## src/logic/clcsel_defines.vh

```
// register offsets, field positions and source codes of the logic cell input select block
`ifndef CLCSEL_DEFINES_VH
`define CLCSEL_DEFINES_VH

// register byte offsets
`define CLCSEL_CON_OFF       4'h0
`define CLCSEL_SEL_OFF       4'h4
`define CLCSEL_GLS_OFF       4'h8
`define CLCSEL_STAT_OFF      4'hC

// select register fields
`define CLCSEL_SEL_MASK      32'h00007777
`define CLCSEL_SEL_RST       32'h00000000
`define CLCSEL_DS_W          3
`define CLCSEL_DS_STRIDE     4

// control register fields
`define CLCSEL_CON_MASK      32'h000000FF
`define CLCSEL_CON_RST       32'h00000000
`define CLCSEL_CON_EN        0
`define CLCSEL_CON_IE        1
`define CLCSEL_CON_OE        2
`define CLCSEL_CON_POL       3
`define CLCSEL_CON_GPOL_LO   4
`define CLCSEL_CON_GPOL_HI   7

// gate select register: 8 enable bits per gate, 4 gates
`define CLCSEL_GLS_RST       32'h00000000
`define CLCSEL_GLS_MASK      32'hFFFFFFFF
`define CLCSEL_GLS_W         8

// status / mask register: events in bits 1:0
`define CLCSEL_STAT_RISE     0
`define CLCSEL_STAT_FALL     1
`define CLCSEL_STAT_MASK_OFF 4'hD

// mux4 source codes
`define CLCSEL_SRC_PIN_B     3'h0
`define CLCSEL_SRC_OTHER     3'h1
`define CLCSEL_SRC_CAP3_OUT  3'h2
`define CLCSEL_SRC_SPI_IN    3'h3
`define CLCSEL_SRC_RSVD      3'h4
`define CLCSEL_SRC_CAL       3'h5
`define CLCSEL_SRC_MCAP1     3'h6
`define CLCSEL_SRC_CAP3_CMP  3'h7

`endif

```

## src/logic/clcsel_gate.v

```verilog
// one input gate: OR of the enabled true and inverted mux signals
`timescale 1ns/1ps
`default_nettype none

module clcsel_gate (
  input  wire       clk_i,
  input  wire       rst_i,
  input  wire [7:0] sig_i,
  input  wire [7:0] ena_i,
  input  wire       pol_i,
  output reg        gate_o
);

  // ****************************************
  // or gate with polarity
  // ****************************************
  always @(posedge clk_i) begin
    if (rst_i) begin
      gate_o <= 1'b0;
    end else begin
      gate_o <= (|(sig_i & ena_i)) ^ pol_i;
    end
  end

endmodule // clcsel_gate
`default_nettype wire

```

## src/logic/clcsel_mux.v

```verilog
// one eight-way data selection multiplexer with true and inverted outputs
`timescale 1ns/1ps
`default_nettype none
`include "clcsel_defines.vh"

module clcsel_mux (
  input  wire       clk_i,
  input  wire       rst_i,
  input  wire [2:0] code_i,
  input  wire [7:0] src_i,
  output reg        true_o,
  output reg        neg_o
);

  // ****************************************
  // selection
  // ****************************************
  always @(posedge clk_i) begin
    if (rst_i) begin
      true_o <= 1'b0;
      neg_o  <= 1'b1;
    end else begin
      true_o <= src_i[code_i];
      neg_o  <= ~src_i[code_i];
    end
  end

endmodule // clcsel_mux
`default_nettype wire

```

## src/logic/clcsel_top.v

```verilog
// input selection and gating front end of a configurable logic cell, Wishbone slave
// Operation
// - there are four independent data selection multiplexers per cell.
// - each multiplexer picks one of eight sources by a three-bit code in the select register.
// - each multiplexer offers its selected signal and its inverse to the gates.
// - each input gate ORs whichever of the eight true and inverted signals are enabled for it.
// - the gate select register chooses per gate which mux signals are enabled.
// - the control register holds module, interrupt and output enables, output polarity and the four gate polarities.
// - software may invert intermediate gate signals and the final output.
// - the fourth multiplexer code sits at bits 14 to 12 of the select register.
// - mux four codes 7,6,5,2,0 are capture three match, multi capture one match, calendar, capture three out, pin B; 4 reserved.
// - in cell one, mux four code 3 is serial one data in and code 1 is cell two output.
// - in cell two, mux four code 3 is serial two data in and code 1 is cell one output.
// - select register bits 31 to 15 and bit 11 read as zero.
//
// Added by the designer: the register addresses and the Wishbone register port.
`timescale 1ns/1ps
`default_nettype none
`include "clcsel_defines.vh"

module clcsel_top #(
  parameter CELL_INDEX = 1
) (
  input  wire        clk_i,
  input  wire        rst_i,
  // wishbone classic slave
  input  wire        cyc_i,
  input  wire        stb_i,
  input  wire        we_i,
  input  wire [3:0]  adr_i,
  input  wire [3:0]  sel_i,
  input  wire [31:0] dat_i,
  output reg  [31:0] dat_o,
  output reg         ack_o,
  // sources for muxes 1..3 (eight each)
  input  wire [7:0]  mux1_src_i,
  input  wire [7:0]  mux2_src_i,
  input  wire [7:0]  mux3_src_i,
  // mux4 sources
  input  wire        cell_input_pin_b_i,
  input  wire        other_cell_out_i,
  input  wire        capture_unit_three_output_i,
  input  wire        serial_interface_one_data_i,
  input  wire        serial_interface_two_data_i,
  input  wire        calendar_clock_event_i,
  input  wire        multi_output_capture_unit_one_match_i,
  input  wire        capture_unit_three_match_i,
  // results
  output reg  [3:0]  gate_o,
  output reg         cell_out_o,
  output reg         irq_o
);

  // ****************************************
  // registers
  // ****************************************
  reg  [31:0] cell_control_reg_q;
  reg  [31:0] cell_input_mux_select_reg_q;
  reg  [31:0] cell_gate_input_select_reg_q;
  reg  [1:0]  irq_stat_q;
  reg  [1:0]  irq_mask_q;
  reg         prev_out_q;

  wire        req      = cyc_i & stb_i & ~ack_o;
  // write lands at the acknowledge edge
  wire        wr       = cyc_i & stb_i & we_i & ack_o;
  wire [31:0] be_mask  = {{8{sel_i[3]}}, {8{sel_i[2]}}, {8{sel_i[1]}}, {8{sel_i[0]}}};
  wire [3:0]  gate_w;
  wire [7:0]  mux_sig;
  wire [7:0]  mux4_src;
  wire [1:0]  events;

  // byte-enabled merge of write data into an old value under a field mask
  function [31:0] merge;
    input [31:0] old_v;
    input [31:0] new_v;
    input [31:0] bm;
    input [31:0] fm;
    begin
      merge = ((old_v & ~bm) | (new_v & bm)) & fm;
    end
  endfunction

  // ****************************************
  // mux4 source wiring
  // ****************************************
  generate
    if (CELL_INDEX == 1) begin : g_cell_one
      assign mux4_src[3] = serial_interface_one_data_i;
    end else begin : g_cell_two
      assign mux4_src[3] = serial_interface_two_data_i;
    end
  endgenerate
  assign mux4_src[0] = cell_input_pin_b_i;
  assign mux4_src[1] = other_cell_out_i;
  assign mux4_src[2] = capture_unit_three_output_i;
  assign mux4_src[4] = 1'b0;
  assign mux4_src[5] = calendar_clock_event_i;
  assign mux4_src[6] = multi_output_capture_unit_one_match_i;
  assign mux4_src[7] = capture_unit_three_match_i;

  // ****************************************
  // selection multiplexers
  // ****************************************
  genvar gi;
  generate
    for (gi = 0; gi < 4; gi = gi + 1) begin : g_mux
      wire [7:0] src = (gi == 0) ? mux1_src_i :
                       (gi == 1) ? mux2_src_i :
                       (gi == 2) ? mux3_src_i : mux4_src;
      clcsel_mux u_mux (
        .clk_i  (clk_i),
        .rst_i  (rst_i),
        .code_i (cell_input_mux_select_reg_q[gi*`CLCSEL_DS_STRIDE +: `CLCSEL_DS_W]),
        .src_i  (src),
        .true_o (mux_sig[2*gi]),
        .neg_o  (mux_sig[2*gi+1])
      );
      clcsel_gate u_gate (
        .clk_i  (clk_i),
        .rst_i  (rst_i),
        .sig_i  (mux_sig),
        .ena_i  (cell_gate_input_select_reg_q[gi*`CLCSEL_GLS_W +: `CLCSEL_GLS_W]),
        .pol_i  (cell_control_reg_q[`CLCSEL_CON_GPOL_LO + gi]),
        .gate_o (gate_w[gi])
      );
    end
  endgenerate

  // ****************************************
  // output stage: simple and-or function
  // ****************************************
  wire cell_raw = ((gate_w[0] & gate_w[1]) | (gate_w[2] & gate_w[3]))
                  ^ cell_control_reg_q[`CLCSEL_CON_POL];
  wire cell_en  = cell_control_reg_q[`CLCSEL_CON_EN];
  wire cell_val = cell_en & cell_raw;

  assign events = {prev_out_q & ~cell_val, ~prev_out_q & cell_val};

  always @(posedge clk_i) begin
    if (rst_i) begin
      gate_o     <= 4'h0;
      cell_out_o <= 1'b0;
      prev_out_q <= 1'b0;
      irq_o      <= 1'b0;
    end else begin
      gate_o     <= cell_en ? gate_w : 4'h0;
      cell_out_o <= cell_val & cell_control_reg_q[`CLCSEL_CON_OE];
      prev_out_q <= cell_val;
      irq_o      <= cell_control_reg_q[`CLCSEL_CON_IE] & (|(irq_stat_q & irq_mask_q));
    end
  end

  // ****************************************
  // wishbone register access
  // ****************************************
  always @(posedge clk_i) begin
    if (rst_i) begin
      cell_control_reg_q           <= `CLCSEL_CON_RST;
      cell_input_mux_select_reg_q  <= `CLCSEL_SEL_RST;
      cell_gate_input_select_reg_q <= `CLCSEL_GLS_RST;
      irq_stat_q                   <= 2'h0;
      irq_mask_q                   <= 2'h0;
      ack_o                        <= 1'b0;
      dat_o                        <= 32'h00000000;
    end else begin
      ack_o <= req;
      // set wins over write-one-to-clear
      irq_stat_q <= (irq_stat_q & ~((wr && adr_i == `CLCSEL_STAT_OFF && sel_i[0]) ? dat_i[1:0] : 2'h0))
                    | (cell_en ? events : 2'h0);
      if (wr) begin
        if (adr_i == `CLCSEL_CON_OFF) begin
          cell_control_reg_q <= merge(cell_control_reg_q, dat_i, be_mask, `CLCSEL_CON_MASK);
        end else if (adr_i == `CLCSEL_SEL_OFF) begin
          cell_input_mux_select_reg_q <= merge(cell_input_mux_select_reg_q, dat_i, be_mask,
                                               `CLCSEL_SEL_MASK);
        end else if (adr_i == `CLCSEL_GLS_OFF) begin
          cell_gate_input_select_reg_q <= merge(cell_gate_input_select_reg_q, dat_i, be_mask, `CLCSEL_GLS_MASK);
        end else if (adr_i == `CLCSEL_STAT_MASK_OFF && sel_i[0]) begin
          irq_mask_q <= dat_i[1:0];
        end
      end
      if (req && !we_i) begin
        if (adr_i == `CLCSEL_CON_OFF) begin
          dat_o <= cell_control_reg_q;
        end else if (adr_i == `CLCSEL_SEL_OFF) begin
          dat_o <= cell_input_mux_select_reg_q & `CLCSEL_SEL_MASK;
        end else if (adr_i == `CLCSEL_GLS_OFF) begin
          dat_o <= cell_gate_input_select_reg_q;
        end else if (adr_i == `CLCSEL_STAT_OFF) begin
          dat_o <= {22'h000000, irq_mask_q, 6'h00, irq_stat_q};
        end else begin
          dat_o <= 32'h00000000;
        end
      end
    end
  end

endmodule // clcsel_top
`default_nettype wire
```

## config.mk

```make
export PLATFORM = sky130hd
export DESIGN_NAME = clcsel_top
export DESIGN_NICKNAME = d
export VERILOG_FILES = /design/src/logic/clcsel_gate.v /design/src/logic/clcsel_mux.v /design/src/logic/clcsel_top.v
export VERILOG_INCLUDE_DIRS = /design/src /design/src/logic
export SDC_FILE = /design/constraint.sdc
export NUM_CORES = 1
export LEC_CHECK = 0
export ABC_AREA = 0
export BUFFER_PORTS_ARGS = -buffer_cell sky130_fd_sc_hd__buf_4
export CAP_MARGIN = 25
export CORE_MARGIN = 2
export CORE_UTILIZATION = 58
export DETAILED_ROUTE_END_ITERATION = 7
export PLACE_DENSITY = 0.85
export SLEW_MARGIN = 10
export SYNTH_ARGS = -nofsm -noshare
export SYNTH_HDL_FRONTEND = slang
export SYNTH_SLANG_ARGS = --single-unit
```

## constraint.sdc

```tcl
create_clock -name clk_i -period 3.5 [get_ports clk_i]
set_input_delay 0 -clock clk_i [delete_from_list [all_inputs] [get_ports clk_i]]
set_output_delay 0 -clock clk_i [all_outputs]
set_load 0.05 [all_outputs]
```

==> results of run 1 <==
cells by family (layout without fill, tap and decap cells):
kind of cell / count (synthesis) / count (layout) / share of synthesized area
xor gates and xnor gates: 1 / 1 / 0.00178
buffers and inverters: 36 / 168 / 0.0430
DFF: 108 / 108 / 0.440
muxes: 73 / 73 / 0.168
and+or+nand+nor: 198 / 198 / 0.254
AOI/OAI and AO/OA: 67 / 67 / 0.0932
worst max path at each step:
| stage | cells after the start | startpoint | to | slack (ns) |
|---|---|---|---|---|
| final | 4 | ack_o | dat_o[3] | 1.62 |
| after global routing | 3 | ack_o | dat_o[14] | 1.48 |
| after global placement | 4 | ack_o | dat_o[7] | 1.76 |
| after CTS | 3 | ack_o | dat_o[4] | 1.65 |
| after detailed placement | 3 | ack_o | dat_o[14] | 1.65 |
| after floorplan | 5 | ack_o | flip-flop | 1.85 |
where the power goes:
group          switching (mW)  leakage [nW]  total (mW)  internal, mW
clock                   0.392        0.0937       0.710         0.318
sequential             0.0101         0.872        1.25          1.24
combinational           0.100          1.51       0.228         0.127
through the flow:
step / cell area, µm² / cells / hold WS [ns] / power (mW) / utilization
4_1_cts: 6210 / 718 / 0.00153 / 2.18 / 0.756
5_1_grt: 6250 / 720 / 0.0110 / 2.25 / 0.761
3_3_place_gp: 5710 / 670 / 0.252 / 1.46 / 0.695
3_5_place_dp: 5710 / 670 / 0.261 / 1.47 / 0.695
6_report: 6250 / 720 / 0.0194 / 2.18 / 0.761
2_1_floorplan: 4910 / 483 / 0.118 / 1.38 / -
layer usage:
layer	vias up	GRT usage	share of wire
met5	-	0	0
met4	0	0.0893	0.017
met3	18	0.0345	0.061
met2	163	0.448	0.50
met1	1964	0.364	0.42
li1	1979	-	-
area by class of cell:
| class | instances | area share |
|---|---|---|
| Timing Repair Buffer | 150 | 0.197 |
| Sequential cell | 108 | 0.346 |
| Multi-Input combinational cell | 339 | 0.406 |
| Tap cell | 105 | 0.0210 |
| Inverter | 2 | 0.00120 |
| Clock buffer | 15 | 0.0282 |
| Clock inverter | 1 | 0.000801 |
layout by cell type, fill, tap and decap left out, drive strengths merged, types with 2 or more instances in the layout:
cell type	n
a221oi	3
nor3	5
nand2b	91
and4	2
nand2	19
or4	4
mux4	7
nor4b	2
clkbuf	15
inv	2
and2	4
a211oi	2
o21ai	6
o41ai	4
a21oi	20
buf	117
mux2i	61
nor2b	4
nand4	5
and3	5
nand3b	10
dfxtp	108
a32oi	6
nand3	21
dlygate4sd3	33
mux2	5
or2	8
a22oi	24
nor2	11
or3	2
repair_timing:
item,in CTS,in global routing
resized for setup,0,0
endpoints found under the hold margin,40,3
hold buffers,32,1
setup endpoints to repair,0,0
critical path: stages (launching register included):
cell	delay [ns]
dfxtp_1	0.35
nand4bb_1	0.56
buf_4	0.44
a221oi_1	0.29
nor3_1	0.10
==> summary.txt, run 1 <==
Yosys
  • Post-Syn Area: 4910 µm²
  • Avg Cell Area, Syn: 10.2 µm²
  • Ys Warns: 0
  • Commonest cells post-synth: 108 x dfxtp_1, 91 x nand2b_1, 61 x mux2i_1
  • Post-Syn Nets: 560
  • Sequential share of the synthesized area: 0.440
  • Cell taking the most area after synthesis: dfxtp_1
  • Synth top area cells: dfxtp_1 44%, mux2i_1 12%, nand2b_1 12%, a22oi_1 3.7%, mux4_2 3.2%
  • Main synth FF type: dfxtp_1
  • Mapped Cells: 483
  • Post-synthesis cell type count: 43
  • Flops & latches, synth: ~110
  • Yosys top cell area share: 0.440
  • Post-synth EDFFs: 0
  • Top-count cell post-synth: dfxtp_1
  • Ys async rst share: 0

Global route
  • Antenna violations before repair: 0
  • Total congestion overflow: 0
  • Largest net degree at the start of global routing: 140
  • First-pass GRT wire length: between 15000 and 20000 µm
  • GRT Util Overall: 0.270
  • Vias in the first global route: 4003

Clock tree
  • Clk slew on worst S/H paths: approximately 0.090 ns
  • Number of H-tree levels: 3
  • Clock Tree Buf Depth: 2
  • Sink Count: 108
  • Clk_lat worst skew: 0.35 ns
  • CTS Root Cell: clkbuf_8
  • Post-CTS setup buffer count: 0
  • CTS tree: done
  • TritonCTS Buffers: 9

STA
  • Rel. slew slack: 0.604
  • Final setup viols: 0
  • Clock Skew: 0.00675 ns
  • Final-report hold violation count: 0
  • Min setup slack post-route: 1.62 ns
  • Fin crit share: 0.537
  • Final Critical Period: ~1.9 ns
  • Post-route setup TNS: 0 ns
  • Pins over their slew limit: 0
  • Fmax: approximately 530 MHz
  • Slew at the pin with the worst max-slew slack: a little under 0.6 ns
  • RSZ-0062 raised after global routing: false

Critical path
  • Worst-case reg-to-reg path depth: 4
  • Critical path arrival: about 2.1 ns
  • Worst reg2reg startpoint: ack_o
  • CP max FO: 28
  • R2R Setup Slk: approximately 1.6 ns
  • Critical R2R Capture: dat_o[3]
  • Worst setup EP type: flip-flop
  • Critical path type: flip-flop to flip-flop
  • Critical path data required time: 3.73 ns
  • CP startpoint kind: flip-flop

Route
  • Vias per cell: around 5.7
  • Routed WL: 12100 µm
  • Routed via count: 4124
  • DRC: 0
  • Per-cell routed wire length: 16.8 µm
  • ANT nets after route: 0
  • Pre-Repair DR Iteration Count: 4
  • Initial DRC Count: 149

Floorplanning
  • Std-Cell Rows: 33
  • DIE HEIGHT: ~96 µm
  • Die W: between 90 and 100 µm
  • Core area: roughly 8000 µm²
  • Initial core utilization: 0.598
  • Ports: ~120
  • Die Area: between 9000 and 10000 µm²

Cells and area
  • FF+latch area: 2160 µm²
  • Area occupied by multi-input gates: 2540 µm²
  • Area growth, synth to finish: 27.2%
  • Share of layout cells above drive strength 1: 0.257
  • ANT cells: 0
  • Filler instances: 588
  • Nets: 687

Worst hold path
  • Hold path start: dat_i[6]
  • Hold Path Depth: 3
  • Hold Crit Class: input pin to flip-flop

Placement
  • Placer congestion estimate: ~0.89
  • Pre-CTS setup slack: 1.65 ns
  • # port buffers: roughly 110
  • Post-DP HPWL: ~8100 µm

Run status
  • Outcome: finished, final reports clean

Pwr
  • Lkg Pwr: 2.48 nW
  • Peak supply drop: 0.235 mV
  • Power per cell area: 349 nW/µm²

Flow run
  • Max_cap viols: 0
(Power assumes the default switching activity.)
==> run 2: changes to the inputs <==
--- a/config.mk
+++ b/config.mk
@@ -10,9 +10,9 @@
 export BUFFER_PORTS_ARGS = -buffer_cell sky130_fd_sc_hd__buf_4
 export CAP_MARGIN = 25
 export CORE_MARGIN = 2
-export CORE_UTILIZATION = 58
+export CORE_UTILIZATION = 48
 export DETAILED_ROUTE_END_ITERATION = 7
-export PLACE_DENSITY = 0.85
+export PLACE_DENSITY = 0.75
 export SLEW_MARGIN = 10
 export SYNTH_ARGS = -nofsm -noshare
 export SYNTH_HDL_FRONTEND = slang
==> constraint.sdc (replaced) <==
create_clock -name clk_i -period 1.6 [get_ports clk_i]
set_input_delay 0 -clock clk_i [delete_from_list [all_inputs] [get_ports clk_i]]
set_output_delay 0 -clock clk_i [all_outputs]
set_load 0.05 [all_outputs]
==> summary.txt, run 2 (same netlist as run 1, synthesis figures left out) <==
STA
  • Clock Skew: 0.0115 ns
  • Final-report hold violation count: 0
  • Slew at the pin with the worst max-slew slack: 0.524 ns
  • Final setup viols: 0
  • Pins over their slew limit: 0
  • Rel. slew slack: 0.648
  • Final Critical Period: 1.48 ns
  • Post-route setup TNS: 0 ns
  • Fin crit share: 0.927
  • Fmax: 674 MHz
  • RSZ-0062 raised after global routing: false

Clock tree
  • CTS Root Cell: clkbuf_8
  • Clk_lat worst skew: 0.36 ns
  • Sink Count: 108
  • Number of H-tree levels: 3
  • Clk slew on worst S/H paths: about 0.10 ns
  • Post-CTS setup buffer count: 0
  • Clock Tree Buf Depth: 2
  • Cells resized by post-CTS repair: 0
  • TritonCTS Buffers: 9
  • CTS tree: done

Pwr
  • Total Power: 4.97 mW
  • Sw Ratio: 0.227
  • Sw power: 1.13 mW
  • Gate power share: 0.102
  • Seq pwr share: 0.549
  • Internal: 3.84 mW
  • Lkg Pwr: ~2.6 nW
  • Clock power frac: 0.349
  • Power per cell area: approximately 770 nW/µm²
  • Peak supply drop: roughly 0.42 mV

Cells and area
  • Area occupied by multi-input gates: about 2500 µm²
  • Share of layout cells above drive strength 1: 0.275
  • ANT cells: 0
  • Area growth, synth to finish: 31.1%
  • FF+latch area: roughly 2200 µm²
  • Most frequent cells in the layout: 123 x buf_4, 107 x dfxtp_1, 91 x nand2b_1, 61 x mux2i_1, 33 x dlygate4sd3_1
  • Fin util: 0.653
  • Nets: 698
  • Most common cell after layout, fill and taps aside: buf_4
  • Filler instances: 792

Floorplanning
  • Core area: 9860 µm²
  • Die Area: about 11000 µm²
  • DIE HEIGHT: between 100 and 150 µm
  • Die W: 105 µm
  • Ports: 116
  • Std-Cell Rows: 36
  • Initial core utilization: 0.498

Placement
  • # port buffers: around 110
  • Post-DP HPWL: 8580 µm
  • Placer congestion estimate: 0.876

Route
  • Routed via count: ~4.0k
  • Routed WL: 12000 µm
  • Per-cell routed wire length: 15.8 µm
  • Vias per cell: 5.29
  • Initial DRC Count: 164
  • DRC: 0
  • Pre-Repair DR Iteration Count: 5
  • ANT nets after route: 0

Critical path
  • CP startpoint kind: flip-flop
  • CP max FO: 6
  • Worst setup EP type: flip-flop
  • Critical path data required time: 1.85 ns
  • Critical path arrival: approximately 1.7 ns
  • Critical path type: flip-flop to flip-flop

Global route
  • GRT Util Overall: 0.223
  • Largest net degree at the start of global routing: 63
  • Antenna violations before repair: 0
  • Total congestion overflow: 0
  • Vias in the first global route: between 3k and 4k
  • Met1 usage: 0.296
  • First-pass GRT wire length: 19800 µm
  • GR peak layer: met2
  • Met3 GRT Util: 0.0374
  • GR Layer Usage met2: 0.370

Worst hold path
  • Hold Crit Class: input pin to flip-flop

Flow run
  • Max_cap viols: 0

Run status
  • Outcome: finished, final reports clean
[run 2: cell count changes in the layout (fill, tap and decap cells not counted)]
| cell | delta |
|---|---|
| inv_6 | +1 |
| buf_16 | -1 |
| dfxtp_1 | -1 |
| bufinv_16 | +1 |
| clkbuf_1 | -3 |
| dfxtp_2 | +1 |
| buf_4 | +7 |
| buf_12 | +5 |
[run 2: metal layers]
metal,share of wire,wire [µm]
met5,0,0
met1,0.45,5410
met2,0.48,5760
met3,0.053,636
met4,0.014,167
[run 2: power groups by stage]
stage	Sequential, mW	Combinational (mW)	Clock, mW
floorplan	2.80	0.214	0
global placement	2.79	0.433	0
detailed placement	2.79	0.442	0
CTS	2.73	0.507	1.76
global route	2.73	0.546	1.87
finish	2.73	0.508	1.73
[run 2: layout make-up]
type | instances | share of cell area
Sequential cell | 108 | 0.336
Clock inverter | 3 | 0.00680
Tap cell | 133 | 0.0258
Inverter | 2 | 0.00117
Multi-Input combinational cell | 339 | 0.394
Clock buffer | 12 | 0.0257
Timing Repair Buffer | 161 | 0.210
[run 2: timing repair]
item                       in CTS  in global routing
hold endpoints to repair       44                  0
setup endpoints to repair       0                  0
hold buffers                   33                  0
[run 2: worst paths after layout]
kind                                         start               endpoint  slack [ns]  depth (start not counted)
worst max-delay path                         ack_o              flip-flop        0.12                          4
worst min-delay path            cell_input_pin_b_i  g_mux[3].u_mux.true_o        0.02                          3
worst max register to register               ack_o              flip-flop        0.12                          4
worst min register to register               ack_o                  ack_o        0.45                          1
[run 2: per-stage QoR]
stage          std cells  area, µm²  hold slack (ns)  setup WS (ns)
2_1_floorplan        483       4910            0.111          0.148
3_3_place_gp         710       5900            0.245          0.189
3_5_place_dp         710       5900            0.255          0.152
4_1_cts              758       6440          0.00288          0.129
5_1_grt              758       6440           0.0311         0.0260
6_report             758       6440           0.0167          0.116
[run 2: critical path, cell delays in order, from the launching register on]
cell and delay (ns):
dfxtp_2 0.36, and4_1 0.39, buf_4 0.22, nand3_2 0.21, mux2i_1 0.19
